[src/hw/boot_seq_regs.svh]
// Register offsets, field positions, reset values and counts of the boot sequencer.
`ifndef BOOT_SEQ_REGS_SVH
`define BOOT_SEQ_REGS_SVH

`define BOOT_STATUS_OFS 4'h0
`define BOOT_CONTROL_OFS 4'h4
`define CTRL_RELEASE_BIT 0
`define STAT_LITTLE_BIT 0
`define STAT_CORRECT_BIT 1
`define STAT_ROMBOOT_BIT 2
`define STAT_ROMWIDE_BIT 3
`define STAT_STALL_BIT 4
`define STAT_RUN_BIT 5
`define STAT_CONFLICT_BIT 6
`define STAT_WORDS_LSB 16
`define IMAGE_BYTES 11'h400
`define IMAGE_WORDS 9'h100
`define BOOT_DEST_ADDR 10'h000
`define CPU_START_ADDR 32'h0000_0000
`define RESP_OKAY 2'h0
`define RESP_SLVERR 2'h2

`endif

[src/hw/boot_seq_pkg.sv]
// Types shared by the boot sequencer and its testbench.
package boot_seq_pkg;

  typedef enum {ST_SAMPLE, ST_EMU_WAIT, ST_COPY, ST_RUN} boot_state_e;

  typedef struct packed {
    logic little;
    logic bus_correct;
    logic rom_boot;
    logic rom_wide;
  } strap_s;

  typedef struct packed {
    logic en;
    logic [9:0] addr;
    logic [31:0] data;
  } mem_wr_s;

endpackage

[src/hw/boot_sequencer.sv]
// Reset release, strap capture, emulation and ROM boot sequencing with an AXI4-Lite port.
// Functional notes
// - Byte order comes from the endian select strap, little endian when it is high.
// - With little endian and the correction strap high, bus data pass unchanged.
// - While RST_N is low the internal reset is asserted and all state takes reset values.
// - Internal reset release starts the processor with the configuration sampled then.
// - Exactly two boot modes exist, emulation boot and ROM boot.
// - Emulation boot stalls the CPU until the debug host releases it, then starts at 0.
// - ROM boot copies the 1K-byte image at the boot space start to address 0, CPU stalled.
// - Narrow ROM reads are packed into 32-bit words before they are written.
// - The copy runs as one single-frame block from the ROM to address 0.
// - When the copy is done the CPU leaves the stall and runs from address 0.
`timescale 1ns/1ps
`default_nettype none
`include "boot_seq_regs.svh"
module boot_sequencer
  import boot_seq_pkg::*;
(
  input wire logic REF_CLK,
  input wire logic RST_N,
  input wire logic ENDIAN_SELECT_STRAP,
  input wire logic BUS_ENDIAN_CORRECTION_STRAP,
  input wire logic BOOT_ROM_MODE_STRAP,
  input wire logic ROM_WIDE_STRAP,
  output logic CORE_RESET_N,
  output logic CPU_STALL,
  output logic [31:0] CPU_START,
  output logic BIG_ENDIAN,
  output logic BUS_CORRECT_EN,
  output logic ROM_RD_REQ,
  output logic [9:0] ROM_ADDR,
  input wire logic ROM_RD_VALID,
  input wire logic [15:0] ROM_RD_DATA,
  output mem_wr_s MEM_WR,
  input wire logic [3:0] S_AXI_AWADDR,
  input wire logic S_AXI_AWVALID,
  output logic S_AXI_AWREADY,
  input wire logic [31:0] S_AXI_WDATA,
  input wire logic [3:0] S_AXI_WSTRB,
  input wire logic S_AXI_WVALID,
  output logic S_AXI_WREADY,
  output logic [1:0] S_AXI_BRESP,
  output logic S_AXI_BVALID,
  input wire logic S_AXI_BREADY,
  input wire logic [3:0] S_AXI_ARADDR,
  input wire logic S_AXI_ARVALID,
  output logic S_AXI_ARREADY,
  output logic [31:0] S_AXI_RDATA,
  output logic [1:0] S_AXI_RRESP,
  output logic S_AXI_RVALID,
  input wire logic S_AXI_RREADY
);

  function automatic logic mapped(input logic [3:0] a);
    mapped = (a == `BOOT_STATUS_OFS) || (a == `BOOT_CONTROL_OFS);
  endfunction

  ////////////////////////////////////////////////////////////////////////////////
  // Strap capture and sequencing state.

  boot_state_e state_r;
  boot_state_e state_nxt;
  strap_s straps_r;
  logic strap_valid_r;
  logic conflict_r;
  logic sw_release_r;
  logic [10:0] byte_cnt_r;
  logic [10:0] byte_nxt;
  logic [8:0] words_r;
  logic pk_valid;
  logic [31:0] pk_word;
  logic big_order;

  // The straps are caught one edge after release, never under the asynchronous reset.
  always_ff @(posedge REF_CLK or negedge RST_N)
  begin
    if (!RST_N)
    begin
      strap_valid_r <= 1'b0;
      straps_r <= '0;
    end
    else if (!strap_valid_r)
    begin
      strap_valid_r <= 1'b1;
      straps_r.little <= ENDIAN_SELECT_STRAP;
      straps_r.bus_correct <= BUS_ENDIAN_CORRECTION_STRAP;
      straps_r.rom_boot <= BOOT_ROM_MODE_STRAP;
      straps_r.rom_wide <= ROM_WIDE_STRAP;
    end
  end

  // A big endian setup with the correction strap high breaks the far-side contract.
  always_ff @(posedge REF_CLK or negedge RST_N)
  begin
    if (!RST_N)
      conflict_r <= 1'b0;
    else
      conflict_r <= strap_valid_r && !straps_r.little && straps_r.bus_correct;
  end

  always_comb
  begin
    state_nxt = state_r;
    unique case (state_r)
      ST_SAMPLE:
        if (!strap_valid_r)
          state_nxt = BOOT_ROM_MODE_STRAP ? ST_COPY : ST_EMU_WAIT;
      ST_EMU_WAIT:
        if (sw_release_r)
          state_nxt = ST_RUN;
      ST_COPY:
        if (words_r == `IMAGE_WORDS)
          state_nxt = ST_RUN;
      ST_RUN:
        state_nxt = ST_RUN;
    endcase
  end

  always_ff @(posedge REF_CLK or negedge RST_N)
  begin
    if (!RST_N)
      state_r <= ST_SAMPLE;
    else
      state_r <= state_nxt;
  end

  ////////////////////////////////////////////////////////////////////////////////
  // Processor controls.

  always_ff @(posedge REF_CLK or negedge RST_N)
  begin
    if (!RST_N)
    begin
      CORE_RESET_N <= 1'b0;
      CPU_STALL <= 1'b1;
      CPU_START <= `CPU_START_ADDR;
      BIG_ENDIAN <= 1'b0;
      BUS_CORRECT_EN <= 1'b0;
    end
    else
    begin
      CORE_RESET_N <= strap_valid_r;
      CPU_STALL <= (state_nxt != ST_RUN);
      CPU_START <= `CPU_START_ADDR;
      BIG_ENDIAN <= strap_valid_r && !straps_r.little;
      BUS_CORRECT_EN <= big_order;
    end
  end

  // Only a big endian system with the correction strap low reorders the lanes.
  assign big_order = strap_valid_r && !straps_r.little && !straps_r.bus_correct;

  ////////////////////////////////////////////////////////////////////////////////
  // Boot ROM reader and block copy to address zero.

  always_comb
  begin
    byte_nxt = byte_cnt_r;
    if (ROM_RD_REQ && ROM_RD_VALID)
      byte_nxt = byte_cnt_r + (straps_r.rom_wide ? 11'd2 : 11'd1);
  end

  // One single-frame block: addresses climb from the boot space start and wrap back to 0 after the last read.
  always_ff @(posedge REF_CLK or negedge RST_N)
  begin
    if (!RST_N)
    begin
      byte_cnt_r <= 11'h000;
      ROM_RD_REQ <= 1'b0;
      ROM_ADDR <= 10'h000;
    end
    else
    begin
      byte_cnt_r <= byte_nxt;
      ROM_ADDR <= byte_nxt[9:0];
      ROM_RD_REQ <= (state_nxt == ST_COPY) && (byte_nxt < `IMAGE_BYTES);
    end
  end

  narrow_word_packer u_packer
  (
    .clk(REF_CLK),
    .rst_n(RST_N),
    .clear(state_r != ST_COPY),
    .lane_valid(ROM_RD_REQ && ROM_RD_VALID),
    .lane_data(ROM_RD_DATA),
    .wide(straps_r.rom_wide),
    .big_order(big_order),
    .word_valid(pk_valid),
    .word(pk_word)
  );

  always_ff @(posedge REF_CLK or negedge RST_N)
  begin
    if (!RST_N)
    begin
      words_r <= 9'h000;
      MEM_WR <= '0;
    end
    else
    begin
      MEM_WR.en <= pk_valid;
      MEM_WR.addr <= `BOOT_DEST_ADDR + {words_r[7:0], 2'b00};
      MEM_WR.data <= pk_word;
      if (pk_valid)
        words_r <= words_r + 9'h001;
    end
  end

  ////////////////////////////////////////////////////////////////////////////////
  // AXI4-Lite slave: address and data may arrive in either order.

  logic aw_have_r;
  logic w_have_r;
  logic [3:0] aw_addr_r;
  logic [31:0] w_data_r;
  logic [3:0] w_strb_r;
  logic wr_go;
  logic [31:0] status_word;

  assign wr_go = aw_have_r && w_have_r && !S_AXI_BVALID;

  always_ff @(posedge REF_CLK or negedge RST_N)
  begin
    if (!RST_N)
    begin
      aw_have_r <= 1'b0;
      w_have_r <= 1'b0;
      aw_addr_r <= 4'h0;
      w_data_r <= 32'h0000_0000;
      w_strb_r <= 4'h0;
      S_AXI_AWREADY <= 1'b1;
      S_AXI_WREADY <= 1'b1;
      S_AXI_BVALID <= 1'b0;
      S_AXI_BRESP <= `RESP_OKAY;
      sw_release_r <= 1'b0;
    end
    else
    begin
      sw_release_r <= 1'b0;
      if (S_AXI_AWVALID && S_AXI_AWREADY)
      begin
        aw_have_r <= 1'b1;
        aw_addr_r <= S_AXI_AWADDR;
        S_AXI_AWREADY <= 1'b0;
      end
      if (S_AXI_WVALID && S_AXI_WREADY)
      begin
        w_have_r <= 1'b1;
        w_data_r <= S_AXI_WDATA;
        w_strb_r <= S_AXI_WSTRB;
        S_AXI_WREADY <= 1'b0;
      end
      if (wr_go)
      begin
        aw_have_r <= 1'b0;
        w_have_r <= 1'b0;
        S_AXI_BVALID <= 1'b1;
        S_AXI_BRESP <= mapped(aw_addr_r) ? `RESP_OKAY : `RESP_SLVERR;
        // The release is only honoured while emulation boot is waiting for it.
        sw_release_r <= (aw_addr_r == `BOOT_CONTROL_OFS) && w_strb_r[0]
          && w_data_r[`CTRL_RELEASE_BIT] && (state_r == ST_EMU_WAIT);
      end
      if (S_AXI_BVALID && S_AXI_BREADY)
      begin
        S_AXI_BVALID <= 1'b0;
        S_AXI_AWREADY <= 1'b1;
        S_AXI_WREADY <= 1'b1;
      end
    end
  end

  always_comb
  begin
    status_word = 32'h0000_0000;
    status_word[`STAT_LITTLE_BIT] = straps_r.little;
    status_word[`STAT_CORRECT_BIT] = straps_r.bus_correct;
    status_word[`STAT_ROMBOOT_BIT] = straps_r.rom_boot;
    status_word[`STAT_ROMWIDE_BIT] = straps_r.rom_wide;
    status_word[`STAT_STALL_BIT] = CPU_STALL;
    status_word[`STAT_RUN_BIT] = (state_r == ST_RUN);
    status_word[`STAT_CONFLICT_BIT] = conflict_r;
    status_word[`STAT_WORDS_LSB +: 9] = words_r;
  end

  always_ff @(posedge REF_CLK or negedge RST_N)
  begin
    if (!RST_N)
    begin
      S_AXI_ARREADY <= 1'b1;
      S_AXI_RVALID <= 1'b0;
      S_AXI_RDATA <= 32'h0000_0000;
      S_AXI_RRESP <= `RESP_OKAY;
    end
    else if (S_AXI_ARVALID && S_AXI_ARREADY)
    begin
      S_AXI_ARREADY <= 1'b0;
      S_AXI_RVALID <= 1'b1;
      S_AXI_RDATA <= (S_AXI_ARADDR == `BOOT_STATUS_OFS) ? status_word : 32'h0000_0000;
      S_AXI_RRESP <= mapped(S_AXI_ARADDR) ? `RESP_OKAY : `RESP_SLVERR;
    end
    else if (S_AXI_RVALID && S_AXI_RREADY)
    begin
      S_AXI_RVALID <= 1'b0;
      S_AXI_ARREADY <= 1'b1;
    end
  end
endmodule // boot_sequencer
`default_nettype wire

[src/hw/narrow_word_packer.sv]
// Packs 8-bit or 16-bit boot ROM reads into 32-bit instruction words.
`timescale 1ns/1ps
`default_nettype none
module narrow_word_packer
(
  input wire logic clk,
  input wire logic rst_n,
  input wire logic clear,
  input wire logic lane_valid,
  input wire logic [15:0] lane_data,
  input wire logic wide,
  input wire logic big_order,
  output logic word_valid,
  output logic [31:0] word
);

  logic [1:0] part_r;
  logic [1:0] last_part;
  logic [4:0] pos;
  logic [31:0] ext;
  logic [31:0] word_nxt;

  // Big order puts the first part in the top lanes; little order leaves data as read.
  always_comb
  begin
    last_part = wide ? 2'd1 : 2'd3;
    if (wide)
      pos = big_order ? 5'd16 - {part_r[0], 4'b0000} : {part_r[0], 4'b0000};
    else
      pos = big_order ? 5'd24 - {part_r, 3'b000} : {part_r, 3'b000};
    ext = wide ? {16'h0000, lane_data} : {24'h00_0000, lane_data[7:0]};
    word_nxt = ((part_r == 2'd0) ? 32'h0000_0000 : word) | (ext << pos);
  end

  always_ff @(posedge clk or negedge rst_n)
  begin
    if (!rst_n)
    begin
      part_r <= 2'd0;
      word <= 32'h0000_0000;
      word_valid <= 1'b0;
    end
    else
    begin
      word_valid <= lane_valid && !clear && (part_r == last_part);
      if (clear)
        part_r <= 2'd0;
      else if (lane_valid)
      begin
        word <= word_nxt;
        part_r <= (part_r == last_part) ? 2'd0 : part_r + 2'd1;
      end
    end
  end
endmodule // narrow_word_packer
`default_nettype wire

[config.mk]
export PLATFORM = sky130hd
export DESIGN_NAME = boot_sequencer
export DESIGN_NICKNAME = d
export VERILOG_FILES = /design/src/hw/boot_seq_pkg.sv /design/src/hw/boot_sequencer.sv /design/src/hw/narrow_word_packer.sv
export VERILOG_INCLUDE_DIRS = /design/src /design/src/hw
export SDC_FILE = /design/constraint.sdc
export NUM_CORES = 1
export LEC_CHECK = 0
export BUFFER_PORTS_ARGS = -buffer_cell sky130_fd_sc_hd__buf_4
export CAP_MARGIN = 20
export CORE_UTILIZATION = 51
export CTS_CLUSTER_SIZE = 20
export DETAILED_ROUTE_END_ITERATION = 10
export PLACE_DENSITY = 0.81
export SLEW_MARGIN = 20
export SYNTH_ARGS = -nofsm -noshare
export SYNTH_HDL_FRONTEND = slang
export SYNTH_SLANG_ARGS = --single-unit
export TNS_END_PERCENT = 50
[constraint.sdc]
create_clock -name REF_CLK -period 2.6 [get_ports REF_CLK]
set_clock_uncertainty 0.05 [all_clocks]
set_input_delay 0 -clock REF_CLK [delete_from_list [all_inputs] [get_ports REF_CLK]]
set_output_delay 0 -clock REF_CLK [all_outputs]
set_load 0.01 [all_outputs]
==> impl_metrics.ini <==
[run_status]
status = complete, no violations

[synth]
synth_top_cell_by_area = dfrtp_1
yosysSeqAreaShare = 0.635
netlist_area_um2 = 6750
ys_types = 49
ys_async_sr_fraction = 1.00
ys_seq_elements = 171
ys_warn_count = 0
syn_inst = 508
synthFlopType = dfrtp_1
synth_edf_count = 0
synth_top_area_frac = 0.619
synth.area.top_cells = dfrtp_1 62%, buf_4 6.9%, a22o_1 3.9%
synth.avg_cell_area_um2 = 13.3

[timing]
setup_viol = 0
slew_headroom = 0.313
hold_viol = 0
fmax_mhz = 424
slew_violations = 0
rsz0062_at_grt = false
fin_tns_setup_ns = 0
tightest_slew_ns = 1.03
period_needed_ns = 2.36
finalCritPeriodShare = 0.907

[detailed_routing]
wl_um = 14000
drcViolationCount = 0
drtIter0Drc = 397
avgViaCountPerCell = 5.17
wl_per_cell_um = 16.6
wl_met3_um = 631
ant_nets = 0
wl_met2_um = 7380
via_count = 4364
highest_layer = met4
firstDrtPassIters = 4
met1_length_um = 5660

[power]
leakage_nw = 4.18
p_int_mw = 5.86
ir_drop_mv = 0.557
power_frac_clock = 0.295
seqPwrFrac = 0.467
power_mw = 8.42
power.switching_mw = 2.56
power.density_nw_per_um2 = 995
power_frac_comb = 0.239
p_sw_frac = 0.304

[die]
fp.dieW_um = 117
rows = 41
io_pins = 203
die-area_um2 = 13700
die_h_um = 117
core-area_um2 = 12800
start_util = 0.528

[hold_path]
hold_end = S_AXI_RDATA[6]
worstHoldPathCells = 4
hp-start = S_AXI_ARADDR[2]
hold_class = in2reg

[global_routing]
track_usage = 0.213
grt_pass1_wl_um = 21700
grt_overflow = 0
grt_max_degree = 87
grt_pass1_vias = 4420
antenna_found_initial = 1

[cts]
cts_resized = 0
numCtsBuffers = 17
cts_buffer_depth = 2
htreeDepth = 4
root_buffer = clkbuf_16
cts_hold_buf = 37
clock_latency_ns = 0.43
post_cts_buffers = 0
clock-sinks = 171
cts_tree = yes
clk_pin_slew_worst_paths_ns = 0.07

[worst_setup_path]
cp.required_ns = 2.86
r2r_cells = 4
r2r_start = state_r[14]
reg2reg_slack_ns = 0.24
worst-setup-path-type = reg2reg
worstPathArrival_ns = 2.62
critPathMaxFanout = 32
reg2reg_to = u_packer.word[8]
end_kind = flip-flop
crit_path_start_kind = flip-flop

[placement]
port_buffers = 116
routabilityCongestion = 0.800
dpl.hpwl_um = 8710

[cells_and_area]
final_cell_mix = 167 x dfrtp_1, 122 x buf_4, 53 x conb_1
drive_above_1_share = 0.288
area_delta_synth_final_pct = 25.4
mostFrequentLayoutCell = dfrtp_1
fin_nets = 736

[flow_run]
maxCapViolations = 0
sequential cells by signal, indices dropped and copies added, names as in the netlist, 2 cells and up:
signal / cells
status_word: 4
MEM_WR: 41
byte_cnt_r: 11
u_packer.part_r: 2
u_packer.word: 32
aw_addr_r: 4
S_AXI_RDATA: 16
state_r: 32
words_r: 9
synth_stat cells, drive strengths merged, types with 2 or more instances:
master / n
dfrtp: 167
buf: 73
a22o: 39
nand2: 26
nor2b: 26
a32o: 17
nor2: 14
xnor2: 13
and2: 12
inv: 12
mux2: 11
nor4: 11
a21oi: 9
o21ai: 9
clkbuf: 8
xor2: 8
nand3: 7
nand4: 7
ha: 5
nor3: 5
dfstp: 4
and3: 3
conb: 2
mux2i: 2
nand2b: 2
nor3b: 2
or2: 2
power by group through the flow:
stage	clock network (mW)	registers, mW	logic (mW)
2_1_floorplan	0	3.97	1.07
3_3_place_gp	0	3.89	1.86
3_5_place_dp	0	3.95	1.94
4_1_cts	2.51	3.90	2.01
5_1_grt	2.62	4.01	2.21
6_report	2.48	3.93	2.01
kinds of logic (layout without fill, tap and decap cells):
| kind of cell | Yosys count | in the layout | share of synthesized area |
|---|---|---|---|
| AO/OA/AOI/OAI | 81 | 81 | 0.100 |
| XOR/XNOR | 21 | 21 | 0.0273 |
| adder cells (fa/ha/maj) | 6 | 6 | 0.0122 |
| buffers and inverters | 93 | 205 | 0.0957 |
| flip-flops | 171 | 171 | 0.635 |
| multiplexers | 13 | 13 | 0.0213 |
| other | 2 | 54 | 0.00111 |
| AND/OR/NAND/NOR | 121 | 121 | 0.107 |
worst max path at each step:
stage,start,end,slack [ns],cells past startpoint
2_1_floorplan,state_r[14],u_packer.word[10],0.37,6
3_3_place_gp,state_r[14],u_packer.word[9],0.33,4
3_5_place_dp,state_r[14],u_packer.word[8],0.29,4
4_1_cts,state_r[14],u_packer.word[8],0.26,4
5_1_grt,state_r[2],u_packer.word[9],0.09,5
6_report,state_r[14],u_packer.word[8],0.24,4
layer usage:
layer / vias up / global-route usage
met5: - / 0
met4: 0 / 0.104
met3: 34 / 0.0463
met2: 176 / 0.368
met1: 2205 / 0.254
li1: 1949 / -
worst max-delay path, cell delays in order (launching register included):
cell and delay [ns]:
dfrtp_1 0.41, or4_4 0.62, nor4_4 0.31, nand4_4 0.43, a22o_2 0.41
through the flow:
stage                     setup slack [ns]  utilization  hold WS [ns]  std cells  area (um2)
after global routing                0.0881        0.662        0.0600        844        8460
after detailed placement             0.294        0.588        0.0597        774        7500
final                                0.241        0.662        0.0621        844        8460
after CTS                            0.258        0.662        0.0496        843        8460
after floorplan                      0.373            -        -0.346        559        6940
after global placement               0.335        0.588        0.0445        774        7500
layout make-up:
cell class | instances | area, um2
fill | 854 | 4310
sequential | 171 | 4280
multi-input combinational | 295 | 2010
timing repair buffer | 161 | 1320
clock buffer | 17 | 425
tap | 172 | 215
clock inverter | 15 | 156
inverter | 12 | 45.0
antenna | 1 | 2.50
Power figures use the tool's default switching activity.
